$ cat config.mk
export PLATFORM = sky130hd
export DESIGN_NAME = ssp_sync_slave
export DESIGN_NICKNAME = d
export VERILOG_FILES = /design/src/verilog/ssp_pkg.sv /design/src/verilog/ssp_sync_slave.sv
export SDC_FILE = /design/constraint.sdc
export NUM_CORES = 1
export LEC_CHECK = 0
export BUFFER_PORTS_ARGS = -buffer_cell sky130_fd_sc_hd__buf_4
export CORE_MARGIN = 3
export CORE_UTILIZATION = 40
export CTS_CLUSTER_DIAMETER = 30
export DETAILED_ROUTE_END_ITERATION = 16
export GPL_TIMING_DRIVEN = 0
export HOLD_SLACK_MARGIN = 0.1
export SLEW_MARGIN = 5
export SYNTH_ARGS = -nofsm -noshare
export SYNTH_HDL_FRONTEND = slang
export SYNTH_SLANG_ARGS = --single-unit
$ cat constraint.sdc
create_clock -name pclk -period 3.55 [get_ports pclk]
set_clock_uncertainty 0.15 [all_clocks]
set_input_delay 0 -clock pclk [delete_from_list [all_inputs] [get_ports pclk]]
set_output_delay 0 -clock pclk [all_outputs]
set_load 0.02 [all_outputs]
$ cat src/verilog/ssp_pkg.sv
package ssp_pkg;
  // ==========================================
  // Register indices (byte address is four times the index)
  localparam logic [9:0] IDX_RX_BUF = 10'h119;
  localparam logic [9:0] IDX_TX_BUF = 10'h11a;
  localparam logic [9:0] IDX_RX_STA = 10'h11d;
  localparam logic [9:0] IDX_TX_STA = 10'h11e;
  localparam logic [9:0] IDX_IRQ_CTL = 10'h120;
  localparam logic [11:0] ADDR_RX_BUF = {IDX_RX_BUF, 2'b00};
  localparam logic [11:0] ADDR_TX_BUF = {IDX_TX_BUF, 2'b00};
  localparam logic [11:0] ADDR_RX_STA = {IDX_RX_STA, 2'b00};
  localparam logic [11:0] ADDR_TX_STA = {IDX_TX_STA, 2'b00};
  localparam logic [11:0] ADDR_IRQ_CTL = {IDX_IRQ_CTL, 2'b00};

  // ==========================================
  // Receive status and control fields
  localparam int RXSTA_PORT_EN = 7;
  localparam int RXSTA_NINE_RX = 6;
  localparam int RXSTA_SINGLE_RX = 5;
  localparam int RXSTA_CONT_RX = 4;
  localparam int RXSTA_OVERRUN = 1;
  localparam int RXSTA_NINTH = 0;

  // ==========================================
  // Transmit status and control fields
  localparam int TXSTA_CLK_MASTER = 7;
  localparam int TXSTA_NINE_TX = 6;
  localparam int TXSTA_TX_EN = 5;
  localparam int TXSTA_SYNC = 4;
  localparam int TXSTA_SHIFT_EMPTY = 1;
  localparam int TXSTA_NINTH = 0;

  // ==========================================
  // Interrupt control fields
  localparam int IRQ_TX_EN = 0;
  localparam int IRQ_RX_EN = 1;
  localparam int IRQ_PERIPH_EN = 2;
  localparam int IRQ_TX_FLAG = 4;
  localparam int IRQ_RX_FLAG = 5;

  // ==========================================
  // Reset values and word sizes
  localparam logic CTRL_BIT_RESET = 1'b0;
  localparam logic DATA_LINE_IDLE = 1'b1;
  localparam logic [3:0] WORD_BITS_8 = 4'h8;
  localparam logic [3:0] WORD_BITS_9 = 4'h9;
  localparam int RX_FIFO_DEPTH = 2;
endpackage

$ cat src/verilog/ssp_sync_slave.sv
// Our own choices: the APB interface to the registers and the register offsets.
`timescale 1ns/1ps
// Overview of operation
// - Slave when sync=1, clock master=0, enabled
// - Either receive enable selects receive direction
// - Shift clock from clock pin, driver off
// - Data changes leading edge, sampled trailing
// - Exactly one bit per clock cycle
// - Transmit needs enable; receive enables override
// - Ninth transmit bit is word MSB
// - First word loads at once, second waits
// - Emptied shift register reloads, flag sets
// - Transmit flag wakes when both enables set
// - Writing transmit buffer clears transmit flag
// - Drive data pin only while transmitting as slave
// - Continuous receive used, single receive ignored
// - Complete word moves to buffer, may wake
// - Receive flag sets on word completion
// - Ninth receive bit holds MSB
// - Overrun cleared by continuous enable or port
// - Reading buffer unloads, flag clears when empty
// - Only slave mode shifts during sleep
// - Shift registers step only on external clock edges
// - Port enable clear holds port in reset
module ssp_sync_slave #(
  parameter int RX_DEPTH = ssp_pkg::RX_FIFO_DEPTH
) (
  input wire logic pclk,
  input wire logic presetn,
  input wire logic psel,
  input wire logic penable,
  input wire logic pwrite,
  input wire logic [11:0] paddr,
  input wire logic [31:0] pwdata,
  output logic [31:0] prdata,
  output logic pready,
  output logic pslverr,
  input wire logic clock_line_pin,
  output logic clock_line_out,
  output logic clock_line_oe_n,
  input wire logic data_line_pin,
  output logic data_line_out,
  output logic data_line_oe_n,
  output logic transmit_flag,
  output logic receive_flag,
  output logic wake_irq
);
  localparam int PW = (RX_DEPTH > 1) ? $clog2(RX_DEPTH) : 1;
  localparam int CW = $clog2(RX_DEPTH + 1);

  // ==========================================
  // Control bits
  logic port_enable, nine_bit_receive, single_receive_enable;
  logic continuous_receive_enable, clock_source_master;
  logic nine_bit_transmit, transmit_enable, sync_mode;
  logic transmit_ninth_bit, transmit_irq_enable, receive_irq_enable;
  logic peripheral_irq_enable, overrun_error;
  logic slave_mode, rx_dir, tx_active, rx_active, rx_run;

  assign slave_mode = port_enable & sync_mode & ~clock_source_master;
  assign rx_dir = single_receive_enable | continuous_receive_enable;
  assign tx_active = slave_mode & transmit_enable & ~rx_dir;
  assign rx_active = slave_mode & continuous_receive_enable;
  assign rx_run = rx_active & ~overrun_error;

  // ==========================================
  // APB decode
  logic setup, access, hit_rx, hit_tx, hit_rs, hit_ts, hit_irq, addr_ok;
  logic wr_tx_buf, rd_rx_buf;
  assign setup = psel & ~penable;
  assign access = psel & penable;
  assign hit_rx = paddr == ssp_pkg::ADDR_RX_BUF;
  assign hit_tx = paddr == ssp_pkg::ADDR_TX_BUF;
  assign hit_rs = paddr == ssp_pkg::ADDR_RX_STA;
  assign hit_ts = paddr == ssp_pkg::ADDR_TX_STA;
  assign hit_irq = paddr == ssp_pkg::ADDR_IRQ_CTL;
  assign addr_ok = hit_rx | hit_tx | hit_rs | hit_ts | hit_irq;
  // Zero wait states: read data is captured in the setup cycle
  assign pready = access;
  assign pslverr = access & ~addr_ok;
  // Transmit buffer writes while the port is held in reset are dropped
  assign wr_tx_buf = access & pwrite & hit_tx & port_enable;
  assign rd_rx_buf = access & ~pwrite & hit_rx;

  always_ff @(posedge pclk or negedge presetn) begin
    if (!presetn) begin
      port_enable <= ssp_pkg::CTRL_BIT_RESET;
      nine_bit_receive <= ssp_pkg::CTRL_BIT_RESET;
      single_receive_enable <= ssp_pkg::CTRL_BIT_RESET;
      continuous_receive_enable <= ssp_pkg::CTRL_BIT_RESET;
    end else if (access && pwrite && hit_rs) begin
      port_enable <= pwdata[ssp_pkg::RXSTA_PORT_EN];
      nine_bit_receive <= pwdata[ssp_pkg::RXSTA_NINE_RX];
      single_receive_enable <= pwdata[ssp_pkg::RXSTA_SINGLE_RX];
      continuous_receive_enable <= pwdata[ssp_pkg::RXSTA_CONT_RX];
    end
  end

  always_ff @(posedge pclk or negedge presetn) begin
    if (!presetn) begin
      clock_source_master <= ssp_pkg::CTRL_BIT_RESET;
      nine_bit_transmit <= ssp_pkg::CTRL_BIT_RESET;
      transmit_enable <= ssp_pkg::CTRL_BIT_RESET;
      sync_mode <= ssp_pkg::CTRL_BIT_RESET;
      transmit_ninth_bit <= ssp_pkg::CTRL_BIT_RESET;
    end else if (access && pwrite && hit_ts) begin
      clock_source_master <= pwdata[ssp_pkg::TXSTA_CLK_MASTER];
      nine_bit_transmit <= pwdata[ssp_pkg::TXSTA_NINE_TX];
      transmit_enable <= pwdata[ssp_pkg::TXSTA_TX_EN];
      sync_mode <= pwdata[ssp_pkg::TXSTA_SYNC];
      transmit_ninth_bit <= pwdata[ssp_pkg::TXSTA_NINTH];
    end
  end

  always_ff @(posedge pclk or negedge presetn) begin
    if (!presetn) begin
      transmit_irq_enable <= ssp_pkg::CTRL_BIT_RESET;
      receive_irq_enable <= ssp_pkg::CTRL_BIT_RESET;
      peripheral_irq_enable <= ssp_pkg::CTRL_BIT_RESET;
    end else if (access && pwrite && hit_irq) begin
      transmit_irq_enable <= pwdata[ssp_pkg::IRQ_TX_EN];
      receive_irq_enable <= pwdata[ssp_pkg::IRQ_RX_EN];
      peripheral_irq_enable <= pwdata[ssp_pkg::IRQ_PERIPH_EN];
    end
  end

  // ==========================================
  // Pin synchronisers: a change counts once stages two and three agree
  logic ck_s1, ck_s2, ck_s3, ck_level, ck_rise, ck_fall;
  logic dt_s1, dt_s2, dt_s3, dt_level;
  always_ff @(posedge pclk or negedge presetn) begin
    if (!presetn) begin
      ck_s1 <= 1'b0;
      ck_s2 <= 1'b0;
      ck_s3 <= 1'b0;
      ck_level <= 1'b0;
    end else begin
      ck_s1 <= clock_line_pin;
      ck_s2 <= ck_s1;
      ck_s3 <= ck_s2;
      if (ck_s2 == ck_s3) begin
        ck_level <= ck_s3;
      end
    end
  end

  always_ff @(posedge pclk or negedge presetn) begin
    if (!presetn) begin
      dt_s1 <= 1'b0;
      dt_s2 <= 1'b0;
      dt_s3 <= 1'b0;
      dt_level <= 1'b0;
    end else begin
      dt_s1 <= data_line_pin;
      dt_s2 <= dt_s1;
      dt_s3 <= dt_s2;
      if (dt_s2 == dt_s3) begin
        dt_level <= dt_s3;
      end
    end
  end

  // shifting is paced only by edges of the external clock
  // Edge taken as soon as stages agree: the outgoing bit must settle
  // before the master's trailing edge, half a link period later
  assign ck_rise = ck_s2 & ck_s3 & ~ck_level;
  assign ck_fall = ~ck_s2 & ~ck_s3 & ck_level;

  assign clock_line_out = 1'b0;
  assign clock_line_oe_n = 1'b1;

  // ==========================================
  // Transmit path
  logic [7:0] transmit_buffer;
  logic tx_buf_full, tx_busy, tx_load, data_out;
  logic [8:0] transmit_shift_register;
  logic [3:0] tx_count;

  // a buffered word moves over at once when the shifter is free
  assign tx_load = tx_active & tx_buf_full & ~tx_busy;

  always_ff @(posedge pclk or negedge presetn) begin
    if (!presetn) begin
      transmit_buffer <= 8'h00;
      tx_buf_full <= 1'b0;
    end else if (!port_enable) begin
      tx_buf_full <= 1'b0;
    end else if (wr_tx_buf) begin
      transmit_buffer <= pwdata[7:0];
      tx_buf_full <= 1'b1;
    end else if (tx_load) begin
      tx_buf_full <= 1'b0;
    end
  end

  always_ff @(posedge pclk or negedge presetn) begin
    if (!presetn) begin
      transmit_shift_register <= 9'h000;
      tx_count <= 4'h0;
      tx_busy <= 1'b0;
      data_out <= ssp_pkg::DATA_LINE_IDLE;
    end else if (!port_enable) begin
      tx_count <= 4'h0;
      tx_busy <= 1'b0;
      data_out <= ssp_pkg::DATA_LINE_IDLE;
    end else if (tx_load) begin
      // ninth bit on top of buffered byte
      transmit_shift_register <= {transmit_ninth_bit, transmit_buffer};
      tx_count <= nine_bit_transmit ? ssp_pkg::WORD_BITS_9
                                    : ssp_pkg::WORD_BITS_8;
      tx_busy <= 1'b1;
    end else if (ck_rise && tx_busy && tx_active) begin
      data_out <= transmit_shift_register[0];
      transmit_shift_register <= {1'b0, transmit_shift_register[8:1]};
      tx_count <= 4'(tx_count - 4'h1);
      if (tx_count == 4'h1) begin
        tx_busy <= 1'b0;
      end
    end
  end

  assign data_line_out = data_out;
  assign data_line_oe_n = ~tx_active;
  // flag rises when the buffer empties
  assign transmit_flag = ~tx_buf_full;

  // ==========================================
  // Receive path
  logic [8:0] receive_shift_register, rx_word;
  logic [3:0] rx_count, rx_last;
  logic rx_done, rx_push, rx_pop, rx_full;
  logic [8:0] rx_mem [RX_DEPTH];
  logic [PW-1:0] rx_wr_ptr, rx_rd_ptr;
  logic [CW-1:0] rx_fill;

  assign rx_last = nine_bit_receive ? 4'(ssp_pkg::WORD_BITS_9 - 4'h1)
                                    : 4'(ssp_pkg::WORD_BITS_8 - 4'h1);
  // word complete on final trailing edge
  assign rx_done = ck_fall & rx_run & (rx_count == rx_last);
  assign rx_full = rx_fill == CW'(RX_DEPTH);
  assign rx_push = rx_done & ~rx_full;
  assign rx_pop = rd_rx_buf & (rx_fill != '0);

  always_comb begin
    rx_word = receive_shift_register;
    rx_word[rx_count] = dt_level;
    if (!nine_bit_receive) begin
      rx_word[8] = 1'b0;
    end
  end

  always_ff @(posedge pclk or negedge presetn) begin
    if (!presetn) begin
      receive_shift_register <= 9'h000;
      rx_count <= 4'h0;
    end else if (!rx_run) begin
      rx_count <= 4'h0;
    end else if (ck_fall) begin
      receive_shift_register <= rx_word;
      if (rx_count == rx_last) begin
        rx_count <= 4'h0;
      end else begin
        rx_count <= 4'(rx_count + 4'h1);
      end
    end
  end

  always_ff @(posedge pclk or negedge presetn) begin
    if (!presetn) begin
      rx_wr_ptr <= '0;
      rx_rd_ptr <= '0;
      rx_fill <= '0;
    end else if (!port_enable) begin
      rx_wr_ptr <= '0;
      rx_rd_ptr <= '0;
      rx_fill <= '0;
    end else begin
      if (rx_push) begin
        rx_wr_ptr <= (rx_wr_ptr == PW'(RX_DEPTH - 1)) ? '0
                                                      : PW'(rx_wr_ptr + 1'b1);
      end
      if (rx_pop) begin
        rx_rd_ptr <= (rx_rd_ptr == PW'(RX_DEPTH - 1)) ? '0
                                                      : PW'(rx_rd_ptr + 1'b1);
      end
      if (rx_push && !rx_pop) begin
        rx_fill <= CW'(rx_fill + 1'b1);
      end else if (rx_pop && !rx_push) begin
        rx_fill <= CW'(rx_fill - 1'b1);
      end
    end
  end

  always_ff @(posedge pclk) begin
    if (rx_push) begin
      rx_mem[rx_wr_ptr] <= rx_word;
    end
  end

  always_ff @(posedge pclk or negedge presetn) begin
    if (!presetn) begin
      overrun_error <= 1'b0;
    end else if (!port_enable || !continuous_receive_enable) begin
      overrun_error <= 1'b0;
    end else if (rx_done && rx_full) begin
      overrun_error <= 1'b1;
    end
  end

  assign receive_flag = rx_fill != '0;

  // wake on enabled transmit or receive flag
  always_ff @(posedge pclk or negedge presetn) begin
    if (!presetn) begin
      wake_irq <= 1'b0;
    end else begin
      wake_irq <= peripheral_irq_enable &
                  ((transmit_irq_enable & transmit_flag) |
                   (receive_irq_enable & receive_flag));
    end
  end

  // ==========================================
  // Read data
  logic [31:0] read_mux;
  logic [8:0] rx_head;
  assign rx_head = (rx_fill != '0) ? rx_mem[rx_rd_ptr] : 9'h000;

  always_comb begin
    read_mux = 32'h0000_0000;
    if (hit_rx) begin
      // low eight bits of the word
      read_mux[7:0] = rx_head[7:0];
    end else if (hit_tx) begin
      read_mux[7:0] = transmit_buffer;
    end else if (hit_rs) begin
      read_mux[ssp_pkg::RXSTA_PORT_EN] = port_enable;
      read_mux[ssp_pkg::RXSTA_NINE_RX] = nine_bit_receive;
      read_mux[ssp_pkg::RXSTA_SINGLE_RX] = single_receive_enable;
      read_mux[ssp_pkg::RXSTA_CONT_RX] = continuous_receive_enable;
      read_mux[ssp_pkg::RXSTA_OVERRUN] = overrun_error;
      read_mux[ssp_pkg::RXSTA_NINTH] = rx_head[8];
    end else if (hit_ts) begin
      read_mux[ssp_pkg::TXSTA_CLK_MASTER] = clock_source_master;
      read_mux[ssp_pkg::TXSTA_NINE_TX] = nine_bit_transmit;
      read_mux[ssp_pkg::TXSTA_TX_EN] = transmit_enable;
      read_mux[ssp_pkg::TXSTA_SYNC] = sync_mode;
      read_mux[ssp_pkg::TXSTA_SHIFT_EMPTY] = ~tx_busy;
      read_mux[ssp_pkg::TXSTA_NINTH] = transmit_ninth_bit;
    end else if (hit_irq) begin
      read_mux[ssp_pkg::IRQ_TX_EN] = transmit_irq_enable;
      read_mux[ssp_pkg::IRQ_RX_EN] = receive_irq_enable;
      read_mux[ssp_pkg::IRQ_PERIPH_EN] = peripheral_irq_enable;
      read_mux[ssp_pkg::IRQ_TX_FLAG] = transmit_flag;
      read_mux[ssp_pkg::IRQ_RX_FLAG] = receive_flag;
    end
  end

  always_ff @(posedge pclk or negedge presetn) begin
    if (!presetn) begin
      prdata <= 32'h0000_0000;
    end else if (setup && !pwrite) begin
      prdata <= read_mux;
    end
  end
endmodule
==> results of run 1 <==
-- cell families (layout without fill, tap and decap cells) --
family	Yosys count	after routing	synth area share
adders and majority gates	9	9	0.02457
buffers and inverters	56	135	0.07258
other	2	26	0.001676
muxes	48	48	0.1184
xor gates and xnor gates	5	5	0.009773
DFF	89	89	0.5173
AOI/OAI and AO/OA	70	70	0.1041
and+or+nand+nor	126	126	0.1516
-- worst register-to-register path: stages (launching register included) --
cell and delay, ps:
dfrtp_1 390, nand3b_2 330, nor4b_4 460, nand3b_1 210, nor2_1 660
-- sequential cells by signal (all words and copies together), names as in the netlist, 2 cells and up --
register and flops:
tx_count 4, rx_fill 2, transmit_buffer 8, prdata 8, transmit_shift_register 9, rx_count 4
rx_mem 18, receive_shift_register 9
-- placed cells by master (no fill, tap or decap), drive strengths merged, types with 3 or more instances in the layout --
cell and n:
mux2i 8, nor2b 6, and2 3, edfxtp 18, or4 3, clkbuf 17
conb 26, inv 17, ha 8, dlygate4sd3 23, nand3b 4, a22o 3
nand2b 5, nand3 10, o2bb2ai 3, o21ai 20, a31oi 11, mux2 40
o311ai 3, a221oi 4, nor3 4, xnor2 3, dfrtp 70, nand2 52
o22ai 3, a211o 3, buf 75, a21oi 7, nor2 20
-- through the flow --
stage | power (mW) | hold slack, ps | utilization
after global routing | 2.011 | 117.2 | 0.5043
after CTS | 1.952 | 112.4 | 0.5043
after floorplan | 1.146 | -445.6 | -
after global placement | 1.200 | -40.51 | 0.4636
after detailed placement | 1.202 | -39.40 | 0.4636
final | 1.931 | 135.6 | 0.5043
-- layer usage --
layer / share of wire / vias up / wire (µm)
met5: 0 / - / 0
met2: 0.47 / 88 / 4704
met4: 0.029 / 0 / 286
met1: 0.45 / 1611 / 4498
li1: - / 1585 / -
met3: 0.048 / 21 / 476
-- repair_timing --
action,in CTS,in global routing
hold buffers,23,0
resized for setup,0,0
endpoints found under the hold margin,102,0
-- area by class of cell --
| cell class | count | area share |
|---|---|---|
| Clock inverter | 5 | 0.01094 |
| Buffer | 41 | 0.04900 |
| Sequential cell | 89 | 0.4223 |
| Tap cell | 140 | 0.03191 |
| Clock buffer | 11 | 0.02780 |
| Timing Repair Buffer | 63 | 0.09663 |
| Multi-Input combinational cell | 284 | 0.3512 |
| Inverter | 15 | 0.01026 |
-- power by group through the flow --
stage	clock network [mW]	logic, mW	registers (mW)
floorplan	0	0.0766	1.07
global placement	0	0.131	1.07
detailed placement	0	0.132	1.07
CTS	0.755	0.148	1.05
global route	0.799	0.163	1.05
finish	0.734	0.148	1.05
-- how the worst max path moves through the flow --
stage	from	endpoint	cells after the start
floorplan	clock_source_master	rx_mem[0][0]	4
global placement	clock_source_master	rx_mem[0][1]	4
detailed placement	clock_source_master	rx_mem[0][7]	4
CTS	paddr[4]	peripheral_irq_enable	8
global route	clock_source_master	rx_mem[0][5]	4
finish	paddr[4]	peripheral_irq_enable	8
==> run metrics, run 1 <==
CP Data Required Time between 3000 and 4000 ps; cell breakdown of the critical path dlygate4sd3_1 -> buf_2 -> nor2_1 -> nor4b_2 -> dlygate4sd3_1 -> nand2_1 -> mux2_2 -> dlygate4sd3_1; number of pins with negative max-slew slack in the final report 0; clock-pin slew on the worst setup and hold paths around 90 ps; Multi-input gate area approximately 0.0019 mm²; end of the worst register-to-register path rx_mem[0][5]; peak fanout along the critical path 9; Via-to-Cell Ratio a little over 5; average cell area after synthesis ~11 µm²; run status complete, no violations; DRC violations left 0; Worst setup EP type flop; global-route total usage across every layer 0.1625; wire length of the first global-routing pass roughly 16000 µm; shortest clock period the worst path allows after layout ~2700 ps; area growth from synthesis to layout 22.50%; transition time at the pin with the least slew margin around 910 ps; met1 Resource Use GR 0.2177; Leakage 2.488 nW; headroom to the max-slew limit 0.3928; cell area after synthesis between 0.004 and 0.005 mm²; sequential area share after synthesis 0.5173; clock latency on the worst-skew pair 360 ps; unrepaired setup endpoints after global routing no; overall die area between 0.01 and 0.015 mm²; Setup CP Type in -> reg; sum of negative setup slack 0 ps; origin of the critical flop-to-flop path clock_source_master; I/O pin count 92; Hold Path Origin data_line_pin; root buffer cell clkbuf_8; Layout Cells excl Fill 648; layer carrying the most global-route usage met2; stage delay of the slowest cell on the critical path roughly 670 ps; number of rows created at floorplan 38; Initial Utilization 0.4116; fraction of post-synthesis cell area in the top cell type by area 0.3908; count leader, synth dfrtp_1; number of distinct library cells after synthesis 61; worst setup slack for register-to-register paths 980 ps; share of total power in combinational logic 0.077; kind of start point of the critical path input port; proportion of total power due to net switching 0.2327; via count of the routed design 3305; maximum number of pins on one net before global-route repair roughly 70; worst slack at placement about 950 ps; Top FF cell, synth dfrtp_1; number of antenna cells inserted 0; internal power summed over all cells 1.481 mW; Num CTS Buffers 9; number of synthesized register bits 89; fraction of power consumed by the clock network 0.380; Slowest cell on crit path dlygate4sd3_1; total buffers and inverters traversed by the critical path 4; cell count after placement between 600 and 700; worst reg-to-reg path cell count 4; most used cell along the critical path dlygate4sd3_1; nets 562; drt first-iter violations approximately 200; Final Hold Fails 0; end point of the most critical hold path dt_s1; average wire length per cell after detail routing 15.38 µm; data arrival time of the critical path around 2800 ps; number of global-route vias before repair roughly 3.2k; yosys synthesis warning count 0; core area 0.01089 mm²; met2 Usage GRT 0.2554; number of standard cells after synthesis 405; share of cells above drive strength 1 0.2815; Final Routed Wirelength 9966 µm; Seq. cell area around 0.0023 mm²; Area contributors post-synth dfrtp_1, edfxtp_1, mux2_2; Hold Path Class in -> reg; initial antenna violation count 0; DP Area 0.005047 mm²; power dissipated by switching net loads about 0.45 mW; fillcell total about 1.0k; maximum VDD drop about 0.00017 V; clock tree from TritonCTS done; most frequent cells after synthesis dfrtp_1, nand2_1, mux2_2, buf_4; Final setup violation count 0; fin area approximately 0.0055 mm²; sum of net half-perimeters after detailed placement slightly above 7000 µm; number of cells on the worst hold path 2; detailed-routing iteration count for the pre-antenna-repair pass 4; clk sinks 89; met3 global-route usage 0.03859; Worst Slack Setup Final between 800 and 900 ps; count of port buffers added during placement 40; post-synthesis async set-or-reset flop share 0.7978; number of synthesized flops with an enable pin 18; antenna violation net count after detailed routing 0; part of the power in registers 0.543; htree depth 3; number of buffers on the longest clock path 2; share of the clock period used by the worst path after layout 0.7547; last weighted congestion value of the routability-driven placer just over 0.8; dominant delay contributor by cell family on the critical path buffers and inverters; Die X-Extent 111.9 µm; max-cap violations 0; Max Fclk 373.2 MHz; Chip Height between 100 and 150 µm; top cell type by total area after synthesis dfrtp_1; total global routing overflow 0; number of buffers inserted to repair setup after CTS 0; pwr/cell area 351.6 mW/mm²
(Power assumes the default switching activity.)
==> run 2: changes to the inputs <==
ABC_AREA = 1   (was default)
clock period = 2.5 ns   (was 3.55 ns; I/O delays follow)
==> run metrics, run 2 <==
run status complete, no violations; average wire length per cell after detail routing 13.66 µm; end of the worst register-to-register path rx_mem[0][6]; core area approximately 0.011 mm²; multiplexer share of the synthesized area 0; Max Fclk about 450 MHz; main combinational cell family by area after synthesis simple AND/OR/NAND/NOR gates; clock latency on the worst-skew pair 340 ps; drt first-iter violations approximately 250; number of buffers on the longest clock path 2; cell count after placement between 700 and 800; Worst setup EP type flop; count of port buffers added during placement 41; Initial Utilization 0.4167; maximum VDD drop 0.0004271 V; fraction of the mapped netlist area in compound gates 0.09799; Die X-Extent roughly 110 µm; share of the core filled with cells 0.5145; antenna violation net count after detailed routing 0; most frequent cells after synthesis nand2_1, dfrtp_1, inv_1, nor2_1; nets 707; wire length of the first global-routing pass roughly 18000 µm; most flop-heavy register rx_mem; cell area after synthesis 0.004597 mm²; number of antenna cells inserted 0; end point of the most critical hold path transmit_buffer[6]; number of cells on the worst hold path 7; number of synthesized register bits a little under 90; shortest clock period the worst path allows after layout between 2000 and 2500 ps; via count of the routed design between 3k and 4k; Final Hold Fails 0; clk sinks slightly below 90; sum of net half-perimeters after detailed placement 7824 µm; number of pins with negative max-slew slack in the final report 0; peak fanout along the critical path 10; origin of the critical flop-to-flop path rx_count[2]; detailed-routing iteration count for the pre-antenna-repair pass 5; sequential area share after synthesis 0.5044; fraction of post-synthesis cell area in the top cell type by area 0.3811; Leakage 2.705 nW; most common library cell in the layout ignoring fill and taps nand2_1; arithmetic-cell share of the synthesized area counting full adders, half adders and majority gates 0.02395; total power draw approximately 3.2 mW; Layout Cells excl Fill roughly 790; Area contributors post-synth dfrtp_1, nand2_1, edfxtp_1; share of cells above drive strength 1 0.1761; largest registers ranked by flip-flop count rx_mem x18, receive_shift_register x9, transmit_shift_register x9; data arrival time of the critical path 2370 ps; clock-pin slew on the worst setup and hold paths approximately 60 ps; number of standard cells after synthesis about 550; Final Routed Wirelength between 10000 and 15000 µm; simple-gate share of the synthesized area 0.2624; headroom to the max-slew limit 0.3819; Hold Path Origin paddr[0]; DRC violations left 0; count of instances resized after the clock tree is built 0; yosys synthesis warning count 0; max-cap violations 0; Fin Hold WS 107.8 ps; commonest non-fill, non-tap cells in the layout nand2_1, dfrtp_1, buf_4; xor and xnor fraction of the mapped netlist area 0.001905; transition time at the pin with the least slew margin a little over 900 ps; number of rows created at floorplan 38; Setup CP Type in -> reg; clock tree from TritonCTS done; share of the clock period used by the worst path after layout 0.8955; htree depth 3; number of distinct library cells after synthesis 41; number of global-route vias before repair roughly 3.5k; global-route total usage across every layer 0.1750; average cell area after synthesis around 8.3 µm²; top cell type by total area after synthesis dfrtp_1; worst setup slack for register-to-register paths ~300 ps; number of buffers inserted to repair setup after CTS 0; post-synthesis async set-or-reset flop share 0.7978; CP Data Required Time 2630 ps; Hold Path Class in -> reg; I/O pin count slightly above 90; Top FF cell, synth dfrtp_1; unrepaired setup endpoints after global routing no; number of flip-flops under the largest register name 18; Chip Height between 100 and 150 µm; root buffer cell clkbuf_16; overall die area roughly 0.013 mm²; cts-stage hold buffer count 18; pwr/cell area around 570 mW/mm²; Via-to-Cell Ratio just under 5; total global routing overflow 0; Final setup violation count 0; initial antenna violation count 0; count leader, synth nand2_1; maximum number of pins on one net before global-route repair 72; area growth from synthesis to layout 23.46%; worst reg-to-reg path cell count 6; number of synthesized flops with an enable pin 18; kind of start point of the critical path input port; sum of negative setup slack 0 ps; Num CTS Buffers 9; last weighted congestion value of the routability-driven placer slightly below 0.9
-- run 2: cell count changes in the layout (fill, tap and decap cells not counted), sizes merged, moves of 13 or more --
cell and change:
inv +46, nand2 +110, nor2 +31, nand3 +29
o21ai +27, a21oi +13, mux2 -40
-- run 2: logic make-up after synthesis --
kind of cell    Yosys count
buf+inv                 100
compound gates           83
simple gates            270
flops                    89
xor+xnor                  1
other cells               2
fa+ha+maj                 9
-- run 2: metrics by stage --
step / instance area, µm² / worst slack (ps)
after detailed placement: 5170 / 289.0
after floorplan: 4687 / 616.7
final: 5675 / 261.2
after global routing: 5675 / 60.56
after CTS: 5675 / 270.1
after global placement: 5170 / 308.0
-- run 2: how the worst max path moves through the flow --
stage | startpoint | end | slack (ps) | depth (start not counted)
floorplan | ck_s2 | rx_mem[1][0] | 620 | 8
global placement | rx_count[2] | rx_mem[0][4] | 310 | 6
detailed placement | rx_count[2] | rx_mem[0][4] | 290 | 6
CTS | rx_count[2] | rx_mem[0][6] | 270 | 6
global route | paddr[1] | transmit_buffer[5] | 60 | 9
finish | paddr[1] | transmit_buffer[5] | 260 | 9
-- run 2: area by class of cell --
type,instances,area [µm²]
plain buffers,35,250.2
inverters,65,245.2
clock inverters,2,60.06
clock buffers,14,265.3
multi-input cells,389,1873
fillers,1042,5355
well taps,140,175.2
flip-flops and latches,89,2318
repair buffers,59,488.0
-- run 2: worst max-delay path, cell delays in order --
cell,delay [ps]
dlygate4sd3_1,540
buf_4,140
nor2_1,170
nand3_1,90
nor2_1,190
nand4_2,250
buf_2,270
o21ai_0,150
dlygate4sd3_1,560
-- run 2: layer usage --
metal	up-vias	routed length, µm	global-route usage
met5	-	0	0
met4	0	190	0.05689
met3	16	569	0.04064
met2	110	4968	0.2757
met1	1770	5105	0.2395
li1	1920	-	-
-- run 2: report_power, final --
group | switching, mW | internal (mW)
logic | 0.140 | 0.104
clock network | 0.550 | 0.939
registers | 0.0108 | 1.50
==> run 3: changes to the inputs <==
--- a/config.mk
+++ b/config.mk
@@ -15,2 +15,4 @@
 export HOLD_SLACK_MARGIN = 0.1
+export MAX_ROUTING_LAYER = met4
+export SETUP_SLACK_MARGIN = 0.3
 export SLEW_MARGIN = 5
==> constraint.sdc (replaced) <==
create_clock -name pclk -period 2.5 [get_ports pclk]
set_clock_uncertainty 0.15 [all_clocks]
set_input_delay 0.25 -clock pclk [delete_from_list [all_inputs] [get_ports pclk]]
set_output_delay 0.25 -clock pclk [all_outputs]
set_load 0.02 [all_outputs]
==> run metrics, run 3 (synthesis results as in run 2) <==
headroom to the max-slew limit 0.3803; CP Data Required Time approximately 2300 ps; share of total power in combinational logic 0.073; fillcell total about 1.0k; root buffer cell clkbuf_16; worst slack at placement between 200 and 300 ps; Final Hold Fails 0; antenna violation net count after detailed routing 0; Max Fclk approximately 500 MHz; last weighted congestion value of the routability-driven placer approximately 0.9; Initial Utilization 0.4167; transition time at the pin with the least slew margin 929.5 ps; I/O pin count 92; maximum VDD drop around 0.00042 V; DRC violations left 0; power dissipated by switching net loads ~0.69 mW; worst reg-to-reg path cell count 6; number of flip-flops under the largest register name 18; commonest non-fill, non-tap cells in the layout nand2_1, dfrtp_1, buf_4; maximum number of pins on one net before global-route repair between 70 and 80; data arrival time of the critical path around 1800 ps; number of antenna cells inserted 0; pwr/cell area between 500 and 600 mW/mm²; Final Routed Wirelength roughly 11000 µm; share of the clock period used by the worst path after layout 0.7966; average wire length per cell after detail routing between 10 and 15 µm; area growth from synthesis to layout 22.05%; internal power summed over all cells about 2.5 mW; Via-to-Cell Ratio around 4.8; wire length of the first global-routing pass roughly 18000 µm; Final setup violation count 0; global-route total usage across every layer 0.1793; kind of start point of the critical path flop; Fin Hold WS ~180 ps; DP Area 0.005170 mm²; clock-pin slew on the worst setup and hold paths 60 ps; clock latency on the worst-skew pair approximately 340 ps; via count of the routed design around 3.8k; part of the power in registers 0.467; end of the worst register-to-register path rx_mem[0][6]; number of rows created at floorplan 38; most common library cell in the layout ignoring fill and taps nand2_1; CP Capture Point rx_mem[0][6]; Setup CP Type reg -> reg; htree depth 3; worst setup slack for register-to-register paths a little over 500 ps; sum of negative setup slack 0 ps; Chip Height approximately 110 µm; fin area roughly 0.0056 mm²; nets 700; Num CTS Buffers 9; total global routing overflow 0; number of buffers inserted to repair setup after CTS 0; unrepaired setup endpoints after global routing no; detailed-routing iteration count for the pre-antenna-repair pass 5; Die X-Extent 113.2 µm; run status complete, no violations; initial antenna violation count 0; most flop-heavy register rx_mem; Hold Path Class in -> reg; count of port buffers added during placement 41; sum of routed wire segments on met1 ~5100 µm; overall die area between 0.01 and 0.015 mm²; launch point of the worst path rx_count[2]; clk sinks roughly 90; share of cells above drive strength 1 0.1811; peak fanout along the critical path 9; Leakage 2.670 nW; fraction of power consumed by the clock network 0.460; Worst setup EP type flop; number of buffers on the longest clock path 2; drt first-iter violations 241; max-cap violations 0; total power draw between 3 and 4 mW; shortest clock period the worst path allows after layout approximately 2000 ps; core area ~0.011 mm²; Worst Slack Setup Final 508.5 ps; largest registers ranked by flip-flop count rx_mem x18, receive_shift_register x9, transmit_shift_register x9; sum of net half-perimeters after detailed placement slightly below 8000 µm; proportion of total power due to net switching 0.2148; origin of the critical flop-to-flop path rx_count[2]; met3 wire length roughly 600 µm; number of pins with negative max-slew slack in the final report 0; top routing layer in use met4; number of global-route vias before repair ~3.5k; Met2 Wirelength 4887 µm; clock tree from TritonCTS done
==> run 3: changes by cell type in the layout (fill, tap and decap cells not counted), sizes merged <==
| cell | change |
|---|---|
| dlygate4sd3 | -7 |
==> run 3: final cells by class <==
cell class | instances | area (µm²) | area share
sequential | 89 | 2318 | 0.4132
multi-input combinational | 389 | 1878 | 0.3347
timing repair buffer | 52 | 417.9 | 0.07449
clock buffer | 14 | 265.3 | 0.04728
buffer | 35 | 250.2 | 0.04460
inverter | 65 | 245.2 | 0.04371
tap | 140 | 175.2 | 0.03122
clock inverter | 2 | 60.06 | 0.01070
==> run 3: layer usage <==
metal	GRT usage	up-vias
li1	-	1907
met1	0.2395	1738
met2	0.2709	111
met3	0.04759	12
met4	0.04968	0
met5	-	-
==> run 3: per-stage QoR <==
step / utilization / instances
global placement: 0.4687 / 759
finish: 0.5086 / 786
detailed placement: 0.4687 / 759
floorplan: - / 578
global route: 0.5086 / 786
CTS: 0.5086 / 786
==> run 3: power by group through the flow <==
stage                     Clock, mW  Combinational (mW)  Sequential [mW]
after floorplan                   0               0.119             1.55
after global placement            0               0.221             1.53
after detailed placement          0               0.224             1.54
after CTS                      1.51               0.239             1.51
after global routing           1.58               0.262             1.51
final                          1.48               0.237             1.51
==> run 3: critical path, stage by stage, from the launching register on <==
cell	delay, ps
dfrtp_1	460
inv_2	50
nor2_2	210
nand3_2	130
nand2_2	130
nand3_4	110
nor2_2	390
==> run 3: worst min path at each step <==
stage | startpoint | to | cells after the start
CTS | pwrite | rx_fill[1] | 6
floorplan | presetn | ck_level | 0
finish | psel | prdata[7] | 4
detailed placement | ck_s1 | ck_s2 | 0
global placement | ck_s1 | ck_s2 | 0
global route | ck_s1 | ck_s2 | 0
==> run 3: repair_timing <==
action	in CTS	in global routing
gates resized for setup	2	0
endpoints found under the setup margin	18	0
hold buffers	11	0
endpoints found under the hold margin	88	0
